==> config.mk <==
export PLATFORM = sky130hd
export DESIGN_NAME = bmr_regs
export DESIGN_NICKNAME = d
export VERILOG_FILES = /design/src/bmr_pkg.sv /design/src/bmr_snap_mem.sv /design/src/bmr_regs.sv
export VERILOG_INCLUDE_DIRS = /design/src
export SDC_FILE = /design/constraint.sdc
export NUM_CORES = 1
export LEC_CHECK = 0
export BUFFER_PORTS_ARGS = -buffer_cell sky130_fd_sc_hd__buf_2
export CELL_PAD_IN_SITES_DETAIL_PLACEMENT = 1
export CELL_PAD_IN_SITES_GLOBAL_PLACEMENT = 1
export CORE_MARGIN = 2
export CORE_UTILIZATION = 43
export DETAILED_ROUTE_END_ITERATION = 8
export MAX_ROUTING_LAYER = met4
export PLACE_DENSITY_LB_ADDON = 0.1
export SETUP_SLACK_MARGIN = 0.02
export SYNTH_ARGS = -nofsm -noshare
export SYNTH_HDL_FRONTEND = slang
export SYNTH_SLANG_ARGS = --single-unit
export TNS_END_PERCENT = 30
==> constraint.sdc <==
create_clock -name clk_i -period 3.58 [get_ports clk_i]
set_input_delay 0.537 -clock clk_i [delete_from_list [all_inputs] [get_ports clk_i]]
set_output_delay 0.537 -clock clk_i [all_outputs]
set_load 0.1 [all_outputs]
==> src/bmr_params.svh <==
`ifndef BMR_PARAMS_SVH
`define BMR_PARAMS_SVH
`define BMR_A_STAT 8'h00
`define BMR_A_BAL1 8'h01
`define BMR_A_BAL2 8'h02
`define BMR_A_BAL3 8'h03
`define BMR_A_CTL1 8'h04
`define BMR_A_CTL2 8'h05
`define BMR_A_TEMP_TWO_RESULT_LOW 8'h2f
`define BMR_A_TEMP_THREE_RESULT_HIGH 8'h30
`define BMR_A_TEMP_THREE_RESULT_LOW 8'h31
`define BMR_A_COULOMB_RESULT_HIGH 8'h32
`define BMR_A_COULOMB_RESULT_LOW 8'h33
`define BMR_A_GAIN1 8'h50
`define BMR_A_OFFS 8'h51
`define BMR_A_GAIN2 8'h59
`define BMR_B_READY 7
`define BMR_B_CHIPF 5
`define BMR_B_ALERT 4
`define BMR_B_UV 3
`define BMR_B_OV 2
`define BMR_B_SCD 1
`define BMR_B_OCD 0
`define BMR_STAT_MASK 8'hbf
`define BMR_BAL_MASK 8'h1f
`define BMR_B_LOAD 7
`define BMR_B_ADC 4
`define BMR_B_TSEL 3
`define BMR_B_RSV2 2
`define BMR_B_SHA 1
`define BMR_B_SHB 0
`define BMR_CTL1_MASK 8'h1f
`define BMR_B_DDIS 7
`define BMR_B_CCEN 6
`define BMR_B_ONE 5
`define BMR_B_DSG 1
`define BMR_B_CHG 0
`define BMR_CC_MS 250
`define BMR_CLK_HZ 10000000
`define BMR_CC_CYC ((`BMR_CC_MS * (`BMR_CLK_HZ / 1000)))
`define BMR_TS_HI_MASK 8'h3f
`endif

==> src/bmr_pkg.sv <==
package bmr_pkg;
    typedef enum logic [1:0]
    {
        SH_IDLE = 2'b00,
        SH_ARMED = 2'b01,
        SH_DONE = 2'b10
    } bmr_shut_t;

    typedef enum logic [1:0]
    {
        CC_OFF = 2'b00,
        CC_SINGLE = 2'b01,
        CC_CONT = 2'b10
    } bmr_cc_t;
endpackage : bmr_pkg

==> src/bmr_snap_mem.sv <==
`timescale 1ns/1ps
// Holds the two temperature words shown to the host; read data registered.
module bmr_snap_mem
(
    input wire logic clk_i,
    input wire logic resetn_i,
    input wire logic we_i,
    input wire logic [1:0] waddr_i,
    input wire logic [15:0] wdata_i,
    input wire logic [1:0] raddr_i,
    output logic [15:0] rdata_o
);
    logic [15:0] mem_r [0:3];
    logic [15:0] rdata_r;

    always_ff @(posedge clk_i)
    begin
        if (we_i)
        begin
            mem_r[waddr_i] <= wdata_i;
        end
        if (!resetn_i)
        begin
            rdata_r <= 16'h0000;
        end
        else
        begin
            rdata_r <= mem_r[raddr_i];
        end
    end

    assign rdata_o = rdata_r;
endmodule : bmr_snap_mem

==> src/bmr_regs.sv <==
`timescale 1ns/1ps
`include "bmr_params.svh"
module bmr_regs
#(
    parameter int unsigned CC_CYCLES = `BMR_CC_CYC,
    parameter logic [7:0] GAIN1_VAL = 8'h00,
    parameter logic [7:0] OFFS_VAL = 8'h00,
    parameter logic [7:0] GAIN2_VAL = 8'h00
)
(
    input wire logic clk_i,
    input wire logic resetn_i,
    input wire logic wr_i,
    input wire logic rd_i,
    input wire logic txn_start_i,
    input wire logic [7:0] addr_i,
    input wire logic [7:0] wdata_i,
    output logic [7:0] rdata_o,
    input wire logic chip_fault_i,
    input wire logic alert_in_i,
    input wire logic alert_drive_i,
    input wire logic uv_i,
    input wire logic ov_raw_i,
    input wire logic scd_i,
    input wire logic ocd_i,
    input wire logic load_seen_i,
    input wire logic [15:0] cc_sample_i,
    input wire logic ts_valid_i,
    input wire logic [13:0] ts2_i,
    input wire logic [13:0] ts3_i,
    output logic [14:0] cell_balance_enable_o,
    output logic adc_enable_o,
    output logic ov_protect_enable_o,
    output logic temp_source_therm_o,
    output logic shutdown_o,
    output logic protection_delay_bypass_o,
    output logic cc_active_o,
    output logic discharge_driver_pin_o,
    output logic charge_driver_pin_o
);
    typedef struct packed
    {
        logic [7:0] stat;
        logic [14:0] bal;
        logic adc;
        logic tsel;
        logic rsv2;
        logic sha;
        logic shb;
        logic [7:0] ctl2;
        bmr_pkg::bmr_shut_t shut;
        logic shutdown;
        bmr_pkg::bmr_cc_t cc;
        logic cc_on;
        logic [31:0] cnt;
        logic load;
        logic [7:0] rdata;
        logic [15:0] cc_lat;
        logic [7:0] lo_hold;
        logic lo_valid;
        logic snap_we;
        logic [1:0] snap_wa;
        logic [15:0] snap_wd;
    } bmr_state_t;

    bmr_state_t st_r;
    bmr_state_t st_nxt;
    logic [15:0] snap_rd;
    logic [1:0] snap_ra;

    function automatic logic is_addr(input logic [7:0] a, input logic [7:0] b);
        is_addr = (a == b);
    endfunction : is_addr

    // Word slot for the high/low pair at an address
    function automatic logic [1:0] slot(input logic [7:0] a);
        if (is_addr(a, `BMR_A_TEMP_THREE_RESULT_HIGH) || is_addr(a, `BMR_A_TEMP_THREE_RESULT_LOW))
            slot = 2'h1;
        else if (is_addr(a, `BMR_A_COULOMB_RESULT_HIGH) || is_addr(a, `BMR_A_COULOMB_RESULT_LOW))
            slot = 2'h2;
        else
            slot = 2'h0;
    endfunction : slot

    assign snap_ra = slot(addr_i);

    bmr_snap_mem u_snap
    (
        .clk_i(clk_i),
        .resetn_i(resetn_i),
        .we_i(st_r.snap_we),
        .waddr_i(st_r.snap_wa),
        .wdata_i(st_r.snap_wd),
        .raddr_i(snap_ra),
        .rdata_o(snap_rd)
    );

    always_comb
    begin
        logic [7:0] ev;
        logic [7:0] clr;
        logic done;
        logic [15:0] word;
        st_nxt = st_r;
        ev = 8'h00;
        clr = 8'h00;
        done = 1'b0;
        word = 16'h0000;
        st_nxt.snap_we = 1'b0;
        // Write slot is kept so temperature words alternate
        st_nxt.snap_wd = 16'h0000;
        ev[`BMR_B_CHIPF] = chip_fault_i;
        ev[`BMR_B_ALERT] = alert_in_i && !alert_drive_i;
        // fault latches; OV needs converter on
        ev[`BMR_B_UV] = uv_i;
        ev[`BMR_B_OV] = ov_raw_i && st_r.adc;
        ev[`BMR_B_SCD] = scd_i;
        ev[`BMR_B_OCD] = ocd_i;
        case (st_r.cc)
            bmr_pkg::CC_OFF:
            begin
                st_nxt.cnt = 32'h0;
                if (st_r.ctl2[`BMR_B_CCEN])
                    st_nxt.cc = bmr_pkg::CC_CONT;
                else if (st_r.ctl2[`BMR_B_ONE])
                    st_nxt.cc = bmr_pkg::CC_SINGLE;
            end
            bmr_pkg::CC_SINGLE, bmr_pkg::CC_CONT:
            begin
                st_nxt.cnt = st_r.cnt + 32'h1;
                if (st_r.cnt == CC_CYCLES - 1)
                begin
                    done = 1'b1;
                    st_nxt.cnt = 32'h0;
                    if (!st_r.ctl2[`BMR_B_CCEN])
                        st_nxt.cc = bmr_pkg::CC_OFF;
                end
                else if (st_r.cc == bmr_pkg::CC_CONT &&
                         !st_r.ctl2[`BMR_B_CCEN])
                    st_nxt.cc = bmr_pkg::CC_OFF;
            end
            default:
                st_nxt.cc = bmr_pkg::CC_OFF;
        endcase
        ev[`BMR_B_READY] = done;
        // Coulomb word has its own latch; the store keeps temperatures
        if (done)
        begin
            st_nxt.cc_lat = cc_sample_i;
        end
        if (ts_valid_i && !st_r.snap_we)
        begin
            // source chosen by tsel outside; stored here
            st_nxt.snap_we = 1'b1;
            st_nxt.snap_wa = st_r.snap_wa == 2'h0 ? 2'h1 : 2'h0;
            word = {2'b00, st_r.snap_wa == 2'h0 ? ts3_i : ts2_i};
            st_nxt.snap_wd = word;
        end
        if (wr_i)
        begin
            if (is_addr(addr_i, `BMR_A_STAT))
                clr = wdata_i & `BMR_STAT_MASK;
            if (is_addr(addr_i, `BMR_A_BAL1))
                st_nxt.bal[4:0] = wdata_i[4:0];
            if (is_addr(addr_i, `BMR_A_BAL2))
                st_nxt.bal[9:5] = wdata_i[4:0];
            if (is_addr(addr_i, `BMR_A_BAL3))
                st_nxt.bal[14:10] = wdata_i[4:0];
            if (is_addr(addr_i, `BMR_A_CTL1))
            begin
                st_nxt.adc = wdata_i[`BMR_B_ADC];
                st_nxt.tsel = wdata_i[`BMR_B_TSEL];
                st_nxt.rsv2 = wdata_i[`BMR_B_RSV2];
                st_nxt.sha = wdata_i[`BMR_B_SHA];
                st_nxt.shb = wdata_i[`BMR_B_SHB];
                case (st_r.shut)
                    bmr_pkg::SH_IDLE:
                        st_nxt.shut = (!st_r.sha && !st_r.shb &&
                            wdata_i[1:0] == 2'b01) ? bmr_pkg::SH_ARMED
                            : bmr_pkg::SH_IDLE;
                    bmr_pkg::SH_ARMED:
                        st_nxt.shut = (wdata_i[1:0] == 2'b10) ?
                            bmr_pkg::SH_DONE : bmr_pkg::SH_IDLE;
                    bmr_pkg::SH_DONE:
                        st_nxt.shut = bmr_pkg::SH_DONE;
                    default:
                        st_nxt.shut = bmr_pkg::SH_IDLE;
                endcase
            end
            if (is_addr(addr_i, `BMR_A_CTL2))
                st_nxt.ctl2 = wdata_i;
        end
        st_nxt.stat = ((st_r.stat & ~clr) | ev) & `BMR_STAT_MASK;
        if (done && st_r.cc == bmr_pkg::CC_SINGLE)
            st_nxt.ctl2[`BMR_B_ONE] = 1'b0;
        if (st_r.ctl2[`BMR_B_CCEN])
            st_nxt.ctl2[`BMR_B_ONE] = st_nxt.ctl2[`BMR_B_ONE] & 1'b0;
        st_nxt.shutdown = (st_nxt.shut == bmr_pkg::SH_DONE);
        st_nxt.cc_on = (st_nxt.cc != bmr_pkg::CC_OFF);
        // load detect only with charge off
        st_nxt.load = load_seen_i && !st_r.ctl2[`BMR_B_CHG];
        st_nxt.rdata = 8'h00;
        if (txn_start_i)
            st_nxt.lo_valid = 1'b0;
        if (rd_i)
        begin
            case (addr_i)
                `BMR_A_STAT: st_nxt.rdata = st_r.stat;
                `BMR_A_BAL1: st_nxt.rdata = {3'b000, st_r.bal[4:0]};
                `BMR_A_BAL2: st_nxt.rdata = {3'b000, st_r.bal[9:5]};
                `BMR_A_BAL3: st_nxt.rdata = {3'b000, st_r.bal[14:10]};
                `BMR_A_CTL1: st_nxt.rdata = {st_r.load, 2'b00, st_r.adc,
                    st_r.tsel, st_r.rsv2, st_r.sha, st_r.shb};
                `BMR_A_CTL2: st_nxt.rdata = st_r.ctl2;
                // high read freezes the matching low byte
                `BMR_A_TEMP_THREE_RESULT_HIGH, `BMR_A_COULOMB_RESULT_HIGH:
                begin
                    word = is_addr(addr_i, `BMR_A_COULOMB_RESULT_HIGH) ? st_r.cc_lat
                        : snap_rd;
                    st_nxt.rdata = is_addr(addr_i, `BMR_A_COULOMB_RESULT_HIGH) ?
                        word[15:8] : word[15:8] & `BMR_TS_HI_MASK;
                    st_nxt.lo_hold = word[7:0];
                    st_nxt.lo_valid = 1'b1;
                end
                `BMR_A_TEMP_TWO_RESULT_LOW, `BMR_A_TEMP_THREE_RESULT_LOW, `BMR_A_COULOMB_RESULT_LOW:
                begin
                    word = is_addr(addr_i, `BMR_A_COULOMB_RESULT_LOW) ? st_r.cc_lat
                        : snap_rd;
                    st_nxt.rdata = (st_r.lo_valid &&
                        !is_addr(addr_i, `BMR_A_TEMP_TWO_RESULT_LOW)) ? st_r.lo_hold
                        : word[7:0];
                    st_nxt.lo_valid = 1'b0;
                end
                `BMR_A_GAIN1: st_nxt.rdata = GAIN1_VAL;
                `BMR_A_OFFS: st_nxt.rdata = OFFS_VAL;
                `BMR_A_GAIN2: st_nxt.rdata = GAIN2_VAL;
                default: st_nxt.rdata = 8'h00;
            endcase
        end
    end

    always_ff @(posedge clk_i)
    begin
        if (!resetn_i)
        begin
            st_r <= '0;
        end
        else
        begin
            st_r <= st_nxt;
        end
    end

    assign rdata_o = st_r.rdata;
    assign cell_balance_enable_o = st_r.bal;
    assign adc_enable_o = st_r.adc;
    assign ov_protect_enable_o = st_r.adc;
    assign temp_source_therm_o = st_r.tsel;
    assign shutdown_o = st_r.shutdown;
    assign protection_delay_bypass_o = st_r.ctl2[`BMR_B_DDIS];
    assign cc_active_o = st_r.cc_on;
    assign discharge_driver_pin_o = st_r.ctl2[`BMR_B_DSG];
    assign charge_driver_pin_o = st_r.ctl2[`BMR_B_CHG];
endmodule : bmr_regs

# Yosys cells after proc, flatten, opt, wreduce, memory -nomap -nowiden

Memory sizes are Yosys's and may differ from the RTL's. A register that Yosys moved wholly into a read port is not among the register bits.
Cells that the tools add are included.

RAM bits: 64
Logic and storage cells: 119
Memories: 1
Output and inout port bits: 31
Bits of input ports: 74
Flip-flop bits (word level): 127

Memory list:

| memory       | words | bits a word | rd ports | clocked after memory_dff | wr ports | line               | text |
|---|---|---|---|---|---|---|---|
| u_snap.mem_r | 4     | 16          | 1        | 1                        | 1        | bmr_snap_mem.sv:13 | `logic [15:0] mem_r [0:3];` |

Multiplexer cells: 32
$add $sub $neg: 1
Equality and inequality tests: 18
Reductions and logical operators: 37
Bitwise gates (word level): 4

Operators with widths:

| operator                                              | number |
|---|---|
| one-hot mux 32 bit (2 select lines)                   | 1 |
| one-hot mux 8 bit (8 select lines)                    | 1 |
| equality test 8 x 6 -> 1 bit, second input constant   | 5 |
| two-way mux 8 bit                                     | 5 |
| adder 32 x 1 -> 32 bit, second input constant         | 1 |
| equality test 32 x 22 -> 1 bit, second input constant | 1 |
| two-way mux 32 bit                                    | 1 |
| two-way mux 2 bit                                     | 10 |
| two-way mux 19 bit                                    | 1 |
| equality test 8 x 2 -> 1 bit, second input constant   | 2 |
| equality test 8 x 3 -> 1 bit, second input constant   | 2 |
| two-way mux 16 bit                                    | 1 |
| AND reduction 2 bit                                   | 8 |
| two-way mux 14 bit                                    | 1 |
| logical AND 1 bit                                     | 9 |
| bitwise AND 8 bit                                     | 1 |
| equality test 2 bit, second input constant            | 4 |
| equality test 8 x 1 -> 1 bit, second input constant   | 1 |
| logical NOT 1 bit                                     | 8 |
| logical NOT 8 bit                                     | 1 |
| two-way mux 1 bit                                     | 8 |
| NOT 8 bit                                             | 1 |
| OR 8 bit                                              | 1 |
| equality test 2 x 1 -> 1 bit, second input constant   | 3 |
| 9 further kinds                                       | 15 |

# Depth between registers and ports, before layout

Gate-level depths: netlist (run 1).

Word-level depth: 8
Depth in mapped cells: 8
Depth with buffers taken out: 6

# Modules after synthesis

Synthesis (run 1) repeated with hierarchy kept, for this count alone.

Cell total of the unflattened synthesis: 789
Area total of the unflattened synthesis: 8735.9 um^2

Modules (own cells, without submodules):

| module       | cells each | times used | area an instance (um^2) | seq. area each (um^2) |
|---|---|---|---|---|
| bmr_regs     | 647        | 1          | 5939.4                  | 2462.4 |
| bmr_snap_mem | 142        | 1          | 2796.4                  | 2242.2 |

# Least setup slack after synthesis (run 1)

OpenSTA, ideal clock, no wires.

Path type: input to register
Start: input addr_i[5]
End: register st_r[89] (netlist bit)
Required time: 3510 ps
Setup time: 70 ps
Stages: 7
Slack: 677 ps
Path buffers: 2
Arrival: 2833 ps
Cells stage by stage: or4_4 -> or4b_1 -> buf_2 -> or3b_1 -> buf_4 -> or4_1 -> a21oi_1

Longest elaborated chain between the ends: 3

RTL lines:

| element                      | line            | text |
|---|---|---|
| start: declaration           | bmr_regs.sv:16  | `input wire logic [7:0] addr_i,` |
| equality test 8 x 3 -> 1 bit | bmr_regs.sv:72  | `is_addr = (a == b);` |
| two-way mux 2 bit            | bmr_regs.sv:169 | `` if (is_addr(addr_i, `BMR_A_CTL1)) `` |
| two-way mux 2 bit            | bmr_regs.sv:159 | `if (wr_i)` |
| end signal: assignment       | bmr_regs.sv:250 | `st_r <= st_nxt;` |
| end: declaration             | bmr_regs.sv:66  | `bmr_state_t st_r;` |

Every way passes these cells.
A chain may end at the register's enable or synchronous reset.

# Worst setup path after layout (run 1)

Ends and elaborated chain as after synthesis.

==> results.json, run 1 <==
{
  "status": "completed",
  "cts_setup_buffers": 0,
  "clock_sinks": 165,
  "cts_max_level": 4,
  "crit_path_start_kind": "primary input",
  "clock_skew_ns": 0.01433,
  "synth_compound_area_frac": 0.08817,
  "clk_pin_slew_ns": 0.06,
  "synth_top_area_frac": 0.3842,
  "fin_crit_ns": 2.720,
  "cp-end-kind": "register",
  "synth_top_family_by_area": "simple AND/OR/NAND/NOR gates",
  "worst_slew_pin_slew_ns": 0.9487,
  "maxSlewViolCount": 0,
  "p_per_area_nw_per_um2": 489.6,
  "hold_viol_final": 0,
  "drive_above_1_share": 0.1754,
  "cts_root_buf": "clkbuf_16",
  "crit_chain": "buf_2 -> or4_4 -> or4b_1 -> or3b_1 -> or4_1 -> a21oi_1",
  "synth_xor_xnor_area_share": 0.03804,
  "startpoint": "addr_i[5]",
  "io_buffers": 104,
  "gr-total-overflow": 0,
  "min-delay-start": "ocd_i",
  "min_period_over_period": 0.7598,
  "globalplace.congestion": 0.8533,
  "num_rows": 47,
  "synthSimpleGateAreaFrac": 0.2263,
  "crit_fanout": 7,
  "grt_pass1_wl_mm": 31.12,
  "cts.path.max_buffers": 2,
  "critPathBufInv": 1,
  "grt_setup_unrepaired": "false",
  "avgSynthCellArea_um2": 9.116,
  "hold_path.class": "primary input to register",
  "synth_common_cells": "dfxtp_1, nor2_1, nand2_1",
  "first_pass_iters": 5,
  "cts_hold_buf": 0,
  "area_delta_synth_final_pct": 16.20,
  "synth_area_leaders": "dfxtp_1, edfxtp_1, mux2i_1",
  "io_pins": 105,
  "antennaDiodeCount": 0,
  "yosysWarnings": 0,
  "critPathMaxStageDelay_ns": 0.68,
  "fin_tns_setup_ns": 0,
  "wl_mm": 19.16,
  "ys.flop_type": "dfxtp_1",
  "leakage_nw": 3.173,
  "drt_iter0_markers": 284,
  "synth.most_common_cell": "dfxtp_1",
  "critical_path_class": "primary input to register",
  "setup_viol": 0,
  "drv_cap": 0,
  "ys_seq_area_frac": 0.5020,
  "cts_tree": "done",
  "ys_async_sr_fraction": 0,
  "finalNonFillerCells": 1081,
  "fp.dieH_um": 132.8,
  "core_um2": 16410,
  "drc": 0,
  "max-vdd-ir-drop_v": 0.0003157,
  "nNetsFinal": 927,
  "numCtsBuffers": 17,
  "die_x_um": 132.8,
  "dp.cells": 1049,
  "cts_resized": 0,
  "wl_per_cell_um": 17.73,
  "relSlewSlack": 0.3652,
  "die_area_um2": 17650,
  "regToRegStartpoint": "st_r[86]",
  "synth_fa_ha_area_frac": 0.008764,
  "muxShareOfSynthArea": 0.08028,
  "total_power_mw": 4.061,
  "grt_pass1_vias": 6047,
  "synth_edf_count": 28,
  "grt_usage": 0.2313,
  "cp_top_family": "simple AND/OR/NAND/NOR gates",
  "ys_types": 49,
  "synthCells": 783,
  "syn-num-nets": 862,
  "start_util": 0.4351,
  "synth-seq-cells": 165,
  "slowest_stage": "or4b_1",
  "synth_top_cell_by_area": "dfxtp_1",
  "fmax_mhz": 367.6,
  "viasPerCell": 5.375,
  "grt_start_max_net_pins": 41,
  "dpl.hpwl_mm": 13.71,
  "antenna_found_initial": 0,
  "netlist_area_um2": 7138,
  "clk_latency_ns": 0.43,
  "antenna_left": 0,
  "cp.required_ns": 3.94,
  "worstPathArrival_ns": 3.08,
  "vias": 5810
}
-- layer usage --
metal | global-route usage | up-vias | part of all wire
met5 | - | - | 0
met4 | 0.07646 | 0 | 0.018
met3 | 0.05057 | 29 | 0.038
met2 | 0.3949 | 123 | 0.51
met1 | 0.2706 | 2836 | 0.44
li1 | - | 2822 | -
-- report_power, final --
group          total [mW]  switching [mW]  internal, mW  leakage, nW
registers            1.95          0.0264          1.92         1.38
clock network        1.94           0.739          1.20        0.308
logic               0.171          0.0982        0.0726         1.49
total                4.06           0.864          3.20         3.17
-- metrics by stage --
stage / utilization / setup slack [ns] / hold slack [ns] / instance area, um^2
2_1_floorplan: - / 0.6765 / 0.4037 / 7138
3_3_place_gp: 0.4668 / 0.4717 / 0.4106 / 7659
3_5_place_dp: 0.4668 / 0.4390 / 0.4193 / 7659
4_1_cts: 0.5055 / 0.8821 / 0.3058 / 8294
5_1_grt: 0.5055 / 0.7749 / 0.3175 / 8294
6_report: 0.5055 / 0.8598 / 0.3186 / 8294
-- sequential cells by signal (all words and copies together), names as in the netlist --
name                       cells
adc_enable_o                   1
cc_active_o                    1
cell_balance_enable_o         15
charge_driver_pin_o            1
discharge_driver_pin_o         1
protection_delay_bypass_o      1
rdata_o                        8
shutdown_o                     1
st_r                          93
temp_source_therm_o            1
u_snap.mem_r                  28
u_snap.rdata_o                14
-- cells in the final DEF, fill, tap and decap left out, drive strengths merged, types with 8 or more instances in the layout --
master and n:
nor2b 9, mux2i 46, a311o 8, nor4 13, a311oi 8, a21oi 41
xor2 8, xnor2 23, o21ai 19, nand2 113, nor3 11, nor2 115
buf 114, inv 15, clkbuf 22, edfxtp 28, dfxtp 137, nand3 37
nand4 10
-- kinds of logic after synthesis --
| logic type | after synthesis |
|---|---|
| AND/OR/NAND/NOR | 349 |
| XOR/XNOR | 31 |
| AO/OA/AOI/OAI | 100 |
| buffers and inverters | 82 |
| multiplexers | 51 |
| adder cells (fa/ha/maj) | 5 |
| flip-flops | 165 |
-- worst min-delay path: stages --
cell	delay, ns
buf_2	0.08
a21oi_1	0.03
nor2_1	0.07
-- final timing paths --
path / to / slack, ns / cells after the start
worst max-delay path: st_r[89] / 0.86 / 6
worst min-delay path: st_r[119] / 0.32 / 3
worst max register to register: st_r[84] / 1.21 / 6
worst min register to register: u_snap.mem_r[1][2] / 0.43 / 0
-- final cells by class --
cell class / instances / area, um^2
Clock buffer: 22 / 496.7
Clock inverter: 10 / 138.9
Fill cell: 1894 / 8113
Inverter: 14 / 52.55
Multi-Input combinational cell: 536 / 3152
Sequential cell: 165 / 3583
Tap cell: 220 / 275.3
Timing Repair Buffer: 114 / 595.6
Note: power is estimated with default switching activity, not from simulation.
==> inputs of run 2 (changes only) <==
- ABC_AREA: unset -> 1
- CORE_UTILIZATION: 43 -> 38
- clock period: 3.58 -> 2.37 ns (I/O delays scaled with it)
==> run 2 against run 1 <==
Effect of this change: combinational power grew 74%; critical path depth fell by 5; register-to-register slack lost 0.70 ns; largest power group unchanged.
==> results.json, run 2 <==
{
  "die_x_um": 148.8,
  "ys_types": 47,
  "cts_root_buf": "clkbuf_16",
  "leakage_nw": 3.742,
  "drive_above_1_share": 0.1844,
  "slowest_stage": "nor2_1",
  "globalplace.congestion": 0.9039,
  "setup_viol": 0,
  "critPathBufInv": 0,
  "fin_tns_setup_ns": 0,
  "drc": 0,
  "crit_path_start_kind": "register",
  "hold_viol_final": 0,
  "cp_top_family": "simple AND/OR/NAND/NOR gates",
  "layout_setup_ws_ns": 0.5133,
  "largest_reg_flops": 93,
  "synth-seq-cells": 165,
  "cts_tree": "done",
  "maxSlewViolCount": 0,
  "io_buffers": 104,
  "stdcell_area_um2": 9204,
  "max-vdd-ir-drop_v": 0.0004175,
  "antennaDiodeCount": 0,
  "ys_seq_area_frac": 0.4497,
  "grt_pass1_vias": 7329,
  "fin_crit_ns": 1.857,
  "grt_pass1_wl_mm": 39.10,
  "setup.reg_to_reg.worst_slack_ns": 0.51,
  "crit_cells": 1,
  "total_power_mw": 6.118,
  "dp.cells": 1404,
  "io_pins": 105,
  "worstPathArrival_ns": 1.90,
  "synth.most_common_cell": "nand2_1",
  "timing.hold.ws_ns": 0.1566,
  "clk_latency_ns": 0.43,
  "clk_pin_slew_ns": 0.07,
  "cts_hold_buf": 0,
  "area_delta_synth_final_pct": 15.50,
  "p_per_area_nw_per_um2": 664.7,
  "grt_setup_unrepaired": "false",
  "start_util": 0.3901,
  "ys.flop_type": "dfxtp_1",
  "fin_util": 0.4505,
  "cts_max_level": 4,
  "first_pass_iters": 5,
  "dpl.hpwl_mm": 18.10,
  "core_um2": 20430,
  "antenna_found_initial": 0,
  "synth_edf_count": 28,
  "ys_async_sr_fraction": 0,
  "final_cell_mix": "nand2_1, dfxtp_1, nor2_1, buf_2, inv_1",
  "r2r_cells": 1,
  "yosysWarnings": 0,
  "grt_start_max_net_pins": 69,
  "synth_common_cells": "nand2_1, dfxtp_1, nor2_1",
  "drv_cap": 0,
  "num_rows": 52,
  "min_period_over_period": 0.7834,
  "finalNonFillerCells": 1436,
  "synthCells": 1072,
  "cp.required_ns": 2.41,
  "viasPerCell": 4.991,
  "cts_resized": 0,
  "drt_iter0_markers": 356,
  "startpoint": "st_r[16]",
  "gr-total-overflow": 0,
  "nFillCells": 2575,
  "crit_fanout": 17,
  "place_area_um2": 8596,
  "nNetsFinal": 1232,
  "worst_slew_pin_slew_ns": 1.181,
  "regToRegEndpoint": "u_snap.mem_r[0][4]",
  "cts.path.max_buffers": 2,
  "crit_end": "u_snap.mem_r[0][4]",
  "layout_commonest_cell": "nand2_1",
  "cts_setup_buffers": 0,
  "vias": 7167,
  "syn-num-nets": 1151,
  "status": "completed",
  "crit_chain": "nor2_1",
  "wl_mm": 23.98,
  "antenna_left": 0,
  "synth_top_area_frac": 0.3442,
  "relSlewSlack": 0.2101,
  "place_ws_ns": 0.3401,
  "regToRegStartpoint": "st_r[16]",
  "grt_usage": 0.2340,
  "critPathMaxStageDelay_ns": 0.97,
  "avgSynthCellArea_um2": 7.434,
  "cp-end-kind": "register",
  "clock_sinks": 165,
  "largest_register": "st_r",
  "wl_per_cell_um": 16.70,
  "fmax_mhz": 538.6,
  "critical_path_class": "register to register",
  "fp.dieH_um": 148.8,
  "clock_skew_ns": 0.01461,
  "numCtsBuffers": 17,
  "netlist_area_um2": 7969,
  "synth_area_leaders": "dfxtp_1, nand2_1, edfxtp_1",
  "die_area_um2": 22140,
  "hold_path.class": "primary input to register",
  "synth_top_cell_by_area": "dfxtp_1"
}
[run 2: worst min path at each step]
stage	startpoint	cells after the start	endpoint
floorplan	st_r[0]	0	u_snap.mem_r[0][0]
finish	load_seen_i	3	st_r[52]
global route	cc_sample_i[0]	3	st_r[28]
detailed placement	st_r[6]	0	u_snap.mem_r[0][6]
global placement	st_r[13]	0	u_snap.mem_r[1][13]
CTS	load_seen_i	3	st_r[52]
[run 2: final cells by class]
class                      instances  area (um^2)  share of cell area
clock buffer                      18        429.2             0.04663
clock inverter                    14        178.9             0.01944
inverter                         109        410.4             0.04459
multi-input combinational        742         3626              0.3940
sequential                       165         3583              0.3893
tap                              270        337.8             0.03670
timing repair buffer             118        638.1             0.06933
[run 2: where the power goes]
part	total (mW)	internal, mW	switching (mW)	leakage (nW)
logic	0.297	0.0992	0.198	2.09
clock network	2.88	1.60	1.28	0.295
registers	2.94	2.91	0.0325	1.35
[run 2: cells by family (layout without fill, tap and decap cells)]
group / count (synthesis) / count (layout) / synth area share
flip-flops: 165 / 165 / 0.4497
buffers and inverters: 165 / 259 / 0.09530
AO/OA/AOI/OAI: 131 / 131 / 0.1022
XOR/XNOR: 13 / 13 / 0.01429
AND/OR/NAND/NOR: 592 / 592 / 0.3294
adder cells (fa/ha/maj): 5 / 5 / 0.007851
multiplexers: 1 / 1 / 0.001256
[run 2: per-layer routing]
layer,vias to the layer above,part of all wire,track usage
met5,-,0,-
met4,0,0.018,0.06571
met3,23,0.046,0.04128
met2,161,0.46,0.3743
met1,3356,0.47,0.3066
li1,3627,-,-
==> inputs of run 3 (changes only) <==
- clock period: 2.37 -> 1.7 ns (I/O delays scaled with it)
==> run 3 against run 2 <==
Effect of this change: flip-flop and latch count unchanged; global-route usage increased by 0.84 points; clock skew decreased by 0.0034 ns; utilization increased by 3.1 points; count of clock-buffer cells in the layout increased by 1.
==> results.json, run 3 (synthesis results as in run 2) <==
{
  "status": "completed",
  "maxSlewViolCount": 0,
  "viasPerCell": 4.969,
  "slowest_stage": "buf_2",
  "cts_hold_buf": 0,
  "wl_per_cell_um": 17.08,
  "drv_cap": 0,
  "dp.cells": 1463,
  "hold_viol_final": 0,
  "drive_above_1_share": 0.2419,
  "dpl.hpwl_mm": 19.59,
  "fin_util": 0.4818,
  "clk_latency_ns": 0.43,
  "worst_slew_pin_slew_ns": 0.5733,
  "critical_path_class": "register to output port",
  "cts_max_level": 4,
  "cp_top_family": "buffers and inverters",
  "grt_pass1_wl_mm": 40.38,
  "grt_setup_unrepaired": "true",
  "critPathMaxStageDelay_ns": 0.48,
  "antenna_left": 0,
  "drt_iter0_markers": 289,
  "crit_cells": 1,
  "num_rows": 52,
  "io_buffers": 104,
  "worstPathArrival_ns": 1.36,
  "core_um2": 20430,
  "die_area_um2": 22140,
  "hold_depth": 3,
  "finalNonFillerCells": 1499,
  "critPathBufInv": 1,
  "leakage_nw": 4.118,
  "r2r_cells": 10,
  "max-vdd-ir-drop_v": 0.0006234,
  "crit_fanout": 3,
  "cp.required_ns": 1.44,
  "cts.path.max_buffers": 2,
  "drc": 0,
  "crit_path_start_kind": "register",
  "area_delta_synth_final_pct": 23.52,
  "min_period_over_period": 0.9476,
  "grt_usage": 0.2424,
  "wl_mm": 25.60,
  "grt_start_max_net_pins": 31,
  "io_pins": 105,
  "fin_crit_ns": 1.611,
  "globalplace.congestion": 0.8295,
  "cts_root_buf": "clkbuf_16",
  "largest_register": "st_r",
  "setup_viol": 0,
  "final_cell_mix": "nand2_1, dfxtp_1, nor2_1, buf_2, inv_1",
  "crit_chain": "buf_2",
  "relSlewSlack": 0.6174,
  "clock_sinks": 165,
  "layout_setup_ws_ns": 0.08916,
  "cp-end-kind": "output port",
  "cts_tree": "done",
  "layout_commonest_cell": "nand2_1",
  "fmax_mhz": 620.8,
  "clk_pin_slew_ns": 0.07,
  "grt_pass1_vias": 7622,
  "hold_path.class": "primary input to register",
  "first_pass_iters": 4,
  "antenna_found_initial": 1,
  "place_ws_ns": -0.06506,
  "numCtsBuffers": 17,
  "die_x_um": 148.8,
  "p_per_area_nw_per_um2": 858.3,
  "vias": 7448,
  "largest_reg_flops": 93,
  "start_util": 0.3901,
  "nNetsFinal": 1294,
  "fp.dieH_um": 148.8,
  "gr-total-overflow": 0,
  "clock_skew_ns": 0.01119
}
-- run 3: changes by cell type in the layout (fill, tap and decap cells not counted), moves of 2 or more --
cell	before	now
buf_4	13	66
dfxtp_1	137	126
dfxtp_2	0	11
buf_12	1	7
nor2_1	128	123
clkbuf_16	17	20
nor2_4	6	9
ha_1	5	3
nand2_1	283	281
nand2_4	1	3
nor2_2	6	8
-- run 3: final timing paths --
| check | start | end | slack (ns) |
|---|---|---|---|
| max | protection_delay_bypass_o | protection_delay_bypass_o | 0.09 |
| min | cc_sample_i[6] | st_r[34] | 0.07 |
| max reg2reg | st_r[54] | st_r[84] | 0.09 |
| min reg2reg | st_r[10] | u_snap.mem_r[0][10] | 0.43 |
-- run 3: timing repair --
item,in CTS,in global routing
resized for setup,3,25
setup buffers,1,0
endpoints found under the setup margin,36,48
pin swaps,1,5
cloned,0,3
-- run 3: layout make-up --
cell class              instances  area [um^2]
clock buffers                  19        454.2
flip-flops and latches        165         3597
repair buffers                180         1217
inverters                     109        414.1
multi-input cells             742         3689
diodes                          1        2.502
fillers                      2618        10590
well taps                     270        337.8
clock inverters                13        131.4
-- run 3: power by group --
group	leakage, nW	internal, mW	total, mW	switching, mW
Clock	0.284	2.15	3.90	1.75
Combinational	2.47	0.163	0.459	0.295
Sequential	1.36	4.05	4.09	0.0389
Total	4.12	6.37	8.45	2.08
-- run 3: stage by stage --
step                      area (um^2)  hold WS [ns]  setup TNS, ns  total power [mW]
after floorplan                  7969        0.3688              0             4.399
after global placement           9101        0.4079       -0.04006             4.629
after detailed placement         9101        0.4164        -0.1782             4.638
after CTS                        9716       0.05113              0             8.517
after global routing             9843       0.05812        -0.1920             8.752
final                            9843       0.06662              0             8.449
-- run 3: metal layers --
metal  part of all wire  GRT usage  vias to the layer above
li1                   -          -                     3754
met1               0.47     0.3058                     3520
met2               0.48     0.4009                      140
met3              0.031    0.03823                       34
met4              0.021    0.07762                        0
met5                  0          -                        -
